==> config.mk <==
export PLATFORM = sky130hd
export DESIGN_NAME = reader_command_sequencer
export DESIGN_NICKNAME = d
export VERILOG_FILES = /design/src/reader_cmd_pkg.sv /design/src/crc_engine.sv /design/src/reader_command_sequencer.sv
export VERILOG_INCLUDE_DIRS = /design/src
export SDC_FILE = /design/constraint.sdc
export NUM_CORES = 1
export LEC_CHECK = 0
export BUFFER_PORTS_ARGS = -buffer_cell sky130_fd_sc_hd__buf_2
export CAP_MARGIN = 40
export CORE_MARGIN = 4
export CORE_UTILIZATION = 30
export CTS_BUF_LIST = sky130_fd_sc_hd__clkbuf_16
export CTS_CLUSTER_SIZE = 14
export DETAILED_ROUTE_END_ITERATION = 10
export GPL_TIMING_DRIVEN = 0
export SLEW_MARGIN = 10
export SYNTH_ARGS = -nofsm -noshare
export SYNTH_HDL_FRONTEND = slang
export SYNTH_HIERARCHICAL = 1
export SYNTH_SLANG_ARGS = --single-unit
==> constraint.sdc <==
create_clock -name clk_i -period 4.6 [get_ports clk_i]
set_clock_uncertainty 0.15 [all_clocks]
set_input_delay 0.92 -clock clk_i [delete_from_list [all_inputs] [get_ports clk_i]]
set_output_delay 0.92 -clock clk_i [all_outputs]
set_load 0.01 [all_outputs]
==> src/reader_cmd_consts.svh <==
// Constants of the reader command sequencer: command codes, timing counts and reset values.
`ifndef READER_CMD_CONSTS_SVH
`define READER_CMD_CONSTS_SVH
`define CMD_IDLE 6'h00
`define CMD_AUTH_ONE 6'h0C
`define CMD_AUTH_TWO 6'h14
`define CMD_CRC 6'h12
`define CMD_INIT 6'h3F
`define CLK_PERIOD_NS 8
`define RESET_PHASE_NS 80
`define RESET_PHASE_CYCLES ((`RESET_PHASE_NS + `CLK_PERIOD_NS - 1) / `CLK_PERIOD_NS)
`define INIT_LOAD_WORDS 4
`define AUTH_ONE_ARG_BYTES 6
`define CRC_PRESET 16'h6363
`define CRC_POLY 16'h8408
`define PAGE0_ADDR 6'h00
`endif

==> src/reader_cmd_pkg.sv <==
// Types shared by the reader command sequencer.
`default_nettype none
package reader_cmd_pkg;
    typedef enum logic [5:0] {
        ST_RESET = 6'b000001,
        ST_LOAD = 6'b000010,
        ST_IDLE = 6'b000100,
        ST_AUTH_ONE = 6'b001000,
        ST_AUTH_TWO = 6'b010000,
        ST_CRC = 6'b100000
    } seq_state_t;
endpackage
`default_nettype wire

==> src/crc_engine.sv <==
// Byte-serial checksum engine used by the checksum command.
`timescale 1ns/1ns
`default_nettype none
`include "reader_cmd_consts.svh"
module crc_engine (
    input wire logic clk_i,
    input wire logic nrst_i,
    input wire logic clear_i,
    input wire logic byte_valid_i,
    input wire logic [7:0] byte_i,
    output logic [15:0] crc_o
);
    function automatic logic [15:0] crc_step(input logic [15:0] c, input logic [7:0] d);
        logic [15:0] r;
        r = c ^ {8'h00, d};
        for (int i = 0; i < 8; i++)
        begin
            r = r[0] ? ((r >> 1) ^ `CRC_POLY) : (r >> 1);
        end
        return r;
    endfunction

    always_ff @(posedge clk_i or negedge nrst_i)
    begin
        if (!nrst_i)
            crc_o <= `CRC_PRESET;
        else if (clear_i)
            crc_o <= `CRC_PRESET;
        else if (byte_valid_i)
            crc_o <= crc_step(crc_o, byte_i);
    end
endmodule
`default_nettype wire

==> src/reader_command_sequencer.sv <==
// Command sequencer: start-up, idle, authentication phases and checksum command.
`timescale 1ns/1ns
`default_nettype none
`include "reader_cmd_consts.svh"
module reader_command_sequencer #(
    parameter int LOAD_WORDS = `INIT_LOAD_WORDS
) (
    input wire logic clk_i,
    input wire logic nrst_i,
    input wire logic digital_supply_pin_i,
    input wire logic analog_supply_pin_i,
    input wire logic reset_powerdown_pin_i,
    input wire logic cmd_write_i,
    input wire logic [5:0] cmd_data_i,
    input wire logic host_read_i,
    input wire logic [5:0] host_read_addr_i,
    output logic read_allowed_o,
    output logic [5:0] command_o,
    input wire logic fifo_empty_i,
    input wire logic [7:0] fifo_data_i,
    output logic fifo_pop_o,
    output logic auth_phase_one_cmd_o,
    output logic auth_phase_two_cmd_o,
    output logic [47:0] auth_args_o,
    input wire logic auth_done_i,
    output logic cfg_read_o,
    output logic [7:0] cfg_addr_o,
    input wire logic [7:0] cfg_data_i,
    output logic [7:0] cfg_word_o [LOAD_WORDS],
    output logic [7:0] checksum_result_low_o,
    output logic [7:0] checksum_result_high_o,
    output logic wait_state_irq_flag_o,
    input wire logic irq_clear_i
);
    localparam int RST_CYC = (`RESET_PHASE_CYCLES < 1) ? 1 : `RESET_PHASE_CYCLES;

    reader_cmd_pkg::seq_state_t state;
    reader_cmd_pkg::seq_state_t next_state;
    logic [7:0] count;
    logic [2:0] arg_count;
    logic sup_d;
    logic sup_a;
    logic pin_q;
    logic power_event;
    logic host_idle;
    logic self_done;
    logic crc_clear;
    logic crc_feed;
    logic [15:0] crc_value;

    // A supply rising or the reset pin falling restarts the whole start-up sequence.
    assign power_event = (digital_supply_pin_i & ~sup_d) | (analog_supply_pin_i & ~sup_a)
        | (pin_q & ~reset_powerdown_pin_i);

    always_ff @(posedge clk_i or negedge nrst_i)
    begin
        if (!nrst_i)
        begin
            // Supplies count as good at reset, so releasing reset raises no false power event.
            sup_d <= 1'b1;
            sup_a <= 1'b1;
            pin_q <= 1'b0;
        end
        else
        begin
            sup_d <= digital_supply_pin_i;
            sup_a <= analog_supply_pin_i;
            pin_q <= reset_powerdown_pin_i;
        end
    end

    // Host writes are ignored outright in the start-up states.
    assign host_idle = cmd_write_i && cmd_data_i == `CMD_IDLE
        && state != reader_cmd_pkg::ST_RESET && state != reader_cmd_pkg::ST_LOAD;

    assign crc_feed = state == reader_cmd_pkg::ST_CRC && !fifo_empty_i && !host_idle;
    assign crc_clear = state == reader_cmd_pkg::ST_IDLE && cmd_write_i && cmd_data_i == `CMD_CRC;

    always_comb
    begin
        next_state = state;
        self_done = 1'b0;
        case (state)
            reader_cmd_pkg::ST_RESET:
                if (count == 8'(RST_CYC - 1))
                    next_state = reader_cmd_pkg::ST_LOAD;
            reader_cmd_pkg::ST_LOAD:
                if (count == 8'(LOAD_WORDS))
                    next_state = reader_cmd_pkg::ST_IDLE;
            reader_cmd_pkg::ST_IDLE:
                if (cmd_write_i)
                begin
                    // The start-up code from the host is treated as a no-op.
                    case (cmd_data_i)
                        `CMD_AUTH_ONE: next_state = reader_cmd_pkg::ST_AUTH_ONE;
                        `CMD_AUTH_TWO: next_state = reader_cmd_pkg::ST_AUTH_TWO;
                        `CMD_CRC: next_state = reader_cmd_pkg::ST_CRC;
                        default: next_state = reader_cmd_pkg::ST_IDLE;
                    endcase
                end
            reader_cmd_pkg::ST_AUTH_ONE, reader_cmd_pkg::ST_AUTH_TWO:
                if (host_idle)
                    next_state = reader_cmd_pkg::ST_IDLE;
                else if (auth_done_i && arg_count == 3'(`AUTH_ONE_ARG_BYTES))
                begin
                    next_state = reader_cmd_pkg::ST_IDLE;
                    self_done = 1'b1;
                end
            reader_cmd_pkg::ST_CRC:
                if (host_idle)
                    next_state = reader_cmd_pkg::ST_IDLE;
                else if (fifo_empty_i)
                begin
                    next_state = reader_cmd_pkg::ST_IDLE;
                    self_done = 1'b1;
                end
            default:
                next_state = reader_cmd_pkg::ST_RESET;
        endcase
    end

    always_ff @(posedge clk_i or negedge nrst_i)
    begin
        if (!nrst_i)
            state <= reader_cmd_pkg::ST_RESET;
        else if (power_event)
            state <= reader_cmd_pkg::ST_RESET;
        else
            state <= next_state;
    end

    always_ff @(posedge clk_i or negedge nrst_i)
    begin
        if (!nrst_i)
            count <= 8'h00;
        else if (power_event || state != next_state)
            count <= 8'h00;
        else if (state == reader_cmd_pkg::ST_RESET || state == reader_cmd_pkg::ST_LOAD)
            count <= count + 8'h01;
    end

    // Argument bytes are taken from the FIFO only by phase one; aborts pop nothing more.
    assign fifo_pop_o = !fifo_empty_i && !host_idle && (crc_feed
        || (state == reader_cmd_pkg::ST_AUTH_ONE
        && arg_count != 3'(`AUTH_ONE_ARG_BYTES)));

    always_ff @(posedge clk_i or negedge nrst_i)
    begin
        if (!nrst_i)
        begin
            arg_count <= 3'h0;
            auth_args_o <= 48'h0;
        end
        else if (state == reader_cmd_pkg::ST_IDLE)
            // Phase two has no arguments, so it starts with its count already full.
            arg_count <= (cmd_data_i == `CMD_AUTH_TWO) ? 3'(`AUTH_ONE_ARG_BYTES) : 3'h0;
        else if (state == reader_cmd_pkg::ST_AUTH_ONE && fifo_pop_o)
        begin
            arg_count <= arg_count + 3'h1;
            auth_args_o <= {fifo_data_i, auth_args_o[47:8]};
        end
    end

    assign auth_phase_one_cmd_o = state == reader_cmd_pkg::ST_AUTH_ONE
        && arg_count == 3'(`AUTH_ONE_ARG_BYTES);
    assign auth_phase_two_cmd_o = state == reader_cmd_pkg::ST_AUTH_TWO;

    assign cfg_read_o = state == reader_cmd_pkg::ST_LOAD && count < 8'(LOAD_WORDS);
    assign cfg_addr_o = count;

    always_ff @(posedge clk_i or negedge nrst_i)
    begin
        if (!nrst_i)
        begin
            for (int i = 0; i < LOAD_WORDS; i++)
                cfg_word_o[i] <= 8'h00;
        end
        else if (cfg_read_o)
            cfg_word_o[count[$clog2(LOAD_WORDS)-1:0]] <= cfg_data_i;
    end

    crc_engine u_crc (
        .clk_i(clk_i),
        .nrst_i(nrst_i),
        .clear_i(crc_clear),
        .byte_valid_i(crc_feed),
        .byte_i(fifo_data_i),
        .crc_o(crc_value)
    );

    always_ff @(posedge clk_i or negedge nrst_i)
    begin
        if (!nrst_i)
        begin
            checksum_result_low_o <= 8'h00;
            checksum_result_high_o <= 8'h00;
        end
        else if (state == reader_cmd_pkg::ST_CRC && self_done)
        begin
            checksum_result_low_o <= crc_value[7:0];
            checksum_result_high_o <= crc_value[15:8];
        end
    end

    // The set wins over a clear arriving in the same cycle.
    always_ff @(posedge clk_i or negedge nrst_i)
    begin
        if (!nrst_i)
            wait_state_irq_flag_o <= 1'b0;
        else if (self_done)
            wait_state_irq_flag_o <= 1'b1;
        else if (irq_clear_i)
            wait_state_irq_flag_o <= 1'b0;
    end

    always_comb
    begin
        case (state)
            reader_cmd_pkg::ST_RESET, reader_cmd_pkg::ST_LOAD: command_o = `CMD_INIT;
            reader_cmd_pkg::ST_AUTH_ONE: command_o = `CMD_AUTH_ONE;
            reader_cmd_pkg::ST_AUTH_TWO: command_o = `CMD_AUTH_TWO;
            reader_cmd_pkg::ST_CRC: command_o = `CMD_CRC;
            default: command_o = `CMD_IDLE;
        endcase
    end

    assign read_allowed_o = host_read_i && (host_read_addr_i == `PAGE0_ADDR
        || (state != reader_cmd_pkg::ST_RESET && state != reader_cmd_pkg::ST_LOAD));

    property p_init_ignores_write;
        @(posedge clk_i) disable iff (!nrst_i)
        (state == reader_cmd_pkg::ST_LOAD && cmd_write_i && !power_event
        && count != 8'(LOAD_WORDS)) |=> state == reader_cmd_pkg::ST_LOAD;
    endproperty
    a_init_ignores_write: assert property (p_init_ignores_write) else $error("init cut");

    property p_init_to_idle;
        @(posedge clk_i) disable iff (!nrst_i)
        (state == reader_cmd_pkg::ST_LOAD && count == 8'(LOAD_WORDS) && !power_event)
        |=> command_o == `CMD_IDLE;
    endproperty
    a_init_to_idle: assert property (p_init_to_idle) else $error("init no idle");

    property p_abort_no_flag;
        @(posedge clk_i) disable iff (!nrst_i)
        (host_idle && state != reader_cmd_pkg::ST_IDLE && !wait_state_irq_flag_o)
        |=> !wait_state_irq_flag_o;
    endproperty
    a_abort_no_flag: assert property (p_abort_no_flag) else $error("abort set flag");

    property p_abort_idle;
        @(posedge clk_i) disable iff (!nrst_i)
        (host_idle && !power_event) |=> state == reader_cmd_pkg::ST_IDLE;
    endproperty
    a_abort_idle: assert property (p_abort_idle) else $error("abort ignored");

    property p_done_flag;
        @(posedge clk_i) disable iff (!nrst_i)
        (self_done && !power_event) |=> wait_state_irq_flag_o && command_o == `CMD_IDLE;
    endproperty
    a_done_flag: assert property (p_done_flag) else $error("done no flag");

    property p_no_host_init;
        @(posedge clk_i) disable iff (!nrst_i)
        (state == reader_cmd_pkg::ST_IDLE && cmd_write_i && cmd_data_i == `CMD_INIT
        && !power_event) |=> state == reader_cmd_pkg::ST_IDLE;
    endproperty
    a_no_host_init: assert property (p_no_host_init) else $error("host init");

    property p_page0_only;
        @(posedge clk_i) disable iff (!nrst_i)
        (read_allowed_o && command_o == `CMD_INIT) |-> host_read_addr_i == `PAGE0_ADDR;
    endproperty
    a_page0_only: assert property (p_page0_only) else $error("read in init");

    property p_power_restart;
        @(posedge clk_i) disable iff (!nrst_i)
        power_event |=> state == reader_cmd_pkg::ST_RESET ##1 command_o == `CMD_INIT;
    endproperty
    a_power_restart: assert property (p_power_restart) else $error("no restart");

    property p_crc_result;
        @(posedge clk_i) disable iff (!nrst_i)
        (state == reader_cmd_pkg::ST_CRC && self_done)
        |=> {checksum_result_high_o, checksum_result_low_o} == $past(crc_value);
    endproperty
    a_crc_result: assert property (p_crc_result) else $error("crc result");

    c_auth_one: cover property (@(posedge clk_i) disable iff (!nrst_i)
        auth_phase_one_cmd_o ##[1:50] self_done);
    c_crc_run: cover property (@(posedge clk_i) disable iff (!nrst_i)
        crc_feed ##[1:50] self_done);
    c_abort: cover property (@(posedge clk_i) disable iff (!nrst_i)
        host_idle && state != reader_cmd_pkg::ST_IDLE);
endmodule
`default_nettype wire

==> flow_summary.ini <==
[global_route]
grt_usage = 0.128
overflow = 0
grt_pass1_wl_um = 24500
grt_pass1_vias = 4352
grt_max_degree = 82
antenna_found_initial = 0

[route]
drc = 0
dr_wl_met3_um = 904
vias = 4212
met1_length_um = 7190
ant_nets = 0
topRoutingLayerUsed = met4
drtIter0Drc = 182
drt-total-wl_um = 14900
first_pass_iters = 4
dr_wl_met2_um = 6650
routedWlPerCell_um = 16.3
viasPerCell = 4.63

[run_status]
status = complete, no violations

[synth]
synth_common_cells = dfrtp_1 (122), mux2_2 (50), mux2_4 (46)
synth_flop_cell = dfrtp_1
ys_types = 65
synthArstFlopShare = 1.00
syn_area_sq_mm = 0.00635
postSynthCellCount = 456
synth.avg_cell_area_sq_um = 13.9
yosysWarnings = 6
synth.top_cell.area_share = 0.481
ys_seq_area_frac = 0.526
ys_top_cells_by_area = dfrtp_1 (48%), mux2_4 (11%), mux2_2 (8.9%)
synth_top_cell_by_area = dfrtp_1
synth_edf_count = 0
synth.most_common_cell = dfrtp_1
synth_nets = 500
synth-seq-cells = 133

[cts]
cts_root_buf = clkbuf_16
cts-hold-fix-buffers = 0
post_cts_resized = 0
clock-sinks = 133
clk_path_buf_depth = 2
clk_pin_slew_worst_paths_ps = 50
htreeDepth = 4
cts-buffers-inserted = 17
post_cts_buffers = 0
cts_tree = built
clock_latency_ps = 410

[pwr]
p_leak_nw = 4.07
p_per_area_mw_per_mm2 = 348
ir_drop_mv = 0.221

[critical_path]
path_class = input pin to output port
worstPathArrival_ps = 2360
end_kind = output port
critPathMaxFanout = 10
start_kind = input pin
worst_ep_required_time_ps = 3530

[floorplan]
die_w_um = 154
dieArea_sq_mm = 0.0236
die_h_um = 154
core_sq_mm = 0.0206
pin_count = 154
rows = 52
initial_utilization = 0.309

[placement]
place_ws_ps = 1190
dp.cells = 879
dp_hpwl_um = 10900
io_buffers = 152
place_area_sq_mm = 0.00749
gp_congestion = 0.774

[final_layout]
stdcell_count = 909
drive_gt1_frac = 0.501
fin_area_sq_mm = 0.00805
final_nets = 672
areaGrowthSynthToFinish_pct = 26.8
insertedDiodeCount = 0

[timing]
setup_slack_ps = 1170
fin_crit_ps = 3430
whs_ps = 331
final.setup.tns_ps = 0
slew_violations = 0
rsz0062_at_grt = false
final_hold_viol_count = 0
slew_headroom = 0.434
max_freq_mhz = 292
fin_crit_sh = 0.745
worst_pin_slew_ps = 844
setup_violations = 0

[run]
cap_violations = 0

[min_path]
hp-class = input pin to async pin
-- registers in the layout, indices dropped and copies added (netlist names) --
name and count:
auth_args_o 48, checksum_result_low_o 8, u_crc/crc_o 16, sup_a 1, state 6, cfg_addr_o 8
sup_d 1, checksum_result_high_o 8, arg_count 3, wait_state_irq_flag_o 1, cfg_word_o 32, pin_q 1
-- area by class of cell --
cell class              instances  area (sq um)
plain buffers                  17           143
inverters                      12          46.3
fillers                      1991         12500
well taps                     270           338
multi-input cells             294          2820
clock inverters                13           143
repair buffers                153           795
flip-flops and latches        133          3340
clock buffers                  17           425
-- path summary, 6_finish.rpt --
| kind | from | end | slack [ps] | cells past startpoint |
|---|---|---|---|---|
| worst max-delay path | cmd_data_i[1] | fifo_pop_o | 1170 | 5 |
| worst min-delay path | nrst_i | cfg_word_o[21] | 330 | 1 |
| worst max register to register | state[0] | u_crc/crc_o[13] | 1560 | 7 |
| worst min register to register | cfg_word_o[6] | cfg_word_o[6] | 350 | 1 |
| max in group asynchronous | nrst_i | u_crc/crc_o[1] | 3140 | 2 |
| min in group clk_i | cfg_word_o[6] | cfg_word_o[6] | 350 | 1 |
-- through the flow --
| step | power, mW | utilization |
|---|---|---|
| after floorplan | 1.40 | - |
| after global placement | 1.49 | 0.362 |
| after detailed placement | 1.49 | 0.364 |
| after CTS | 2.86 | 0.392 |
| after global routing | 2.93 | 0.392 |
| final | 2.80 | 0.392 |
-- critical path, stage by stage --
cell,delay [ps]
buf_2,110
or4_4,570
a211oi_4,490
a211oi_1,100
buf_2,170
-- where the power goes --
part / switching (mW) / total [mW] / internal [mW]
combinational: 0.111 / 0.233 / 0.122
clock: 0.498 / 1.33 / 0.836
sequential: 0.0279 / 1.24 / 1.21
total: 0.636 / 2.80 / 2.17
-- cells in the final DEF (no fill, tap or decap), types with 5 or more instances in the layout --
cell and instances:
buf_2 156, dfrtp_1 122, mux2_2 50, mux2_4 46
nand2_1 24, nor2_1 20, clkbuf_16 17, xnor2_1 15
inv_1 13, nor4_1 11, dfstp_2 11, xnor3_1 9
buf_6 8, nand3_1 8, a21oi_1 8, xor2_1 6
o21ai_0 6, ha_1 6, a211oi_1 5, o211ai_1 5
-- per-layer routing --
metal,GRT usage,vias to the layer above
met5,0,-
met4,0.0324,0
met3,0.0382,10
met2,0.192,126
met1,0.183,2077
li1,-,1999
-- cell families after synthesis --
logic type / Yosys count / synth area share
adder cells (fa/ha/maj): 6 / 0.0118
flip-flops: 133 / 0.526
AO/OA/AOI/OAI: 51 / 0.0622
AND/OR/NAND/NOR: 103 / 0.0924
buffers and inverters: 29 / 0.0297
multiplexers: 98 / 0.200
XOR/XNOR: 36 / 0.0774
Note: power is estimated with default switching activity, not from simulation.
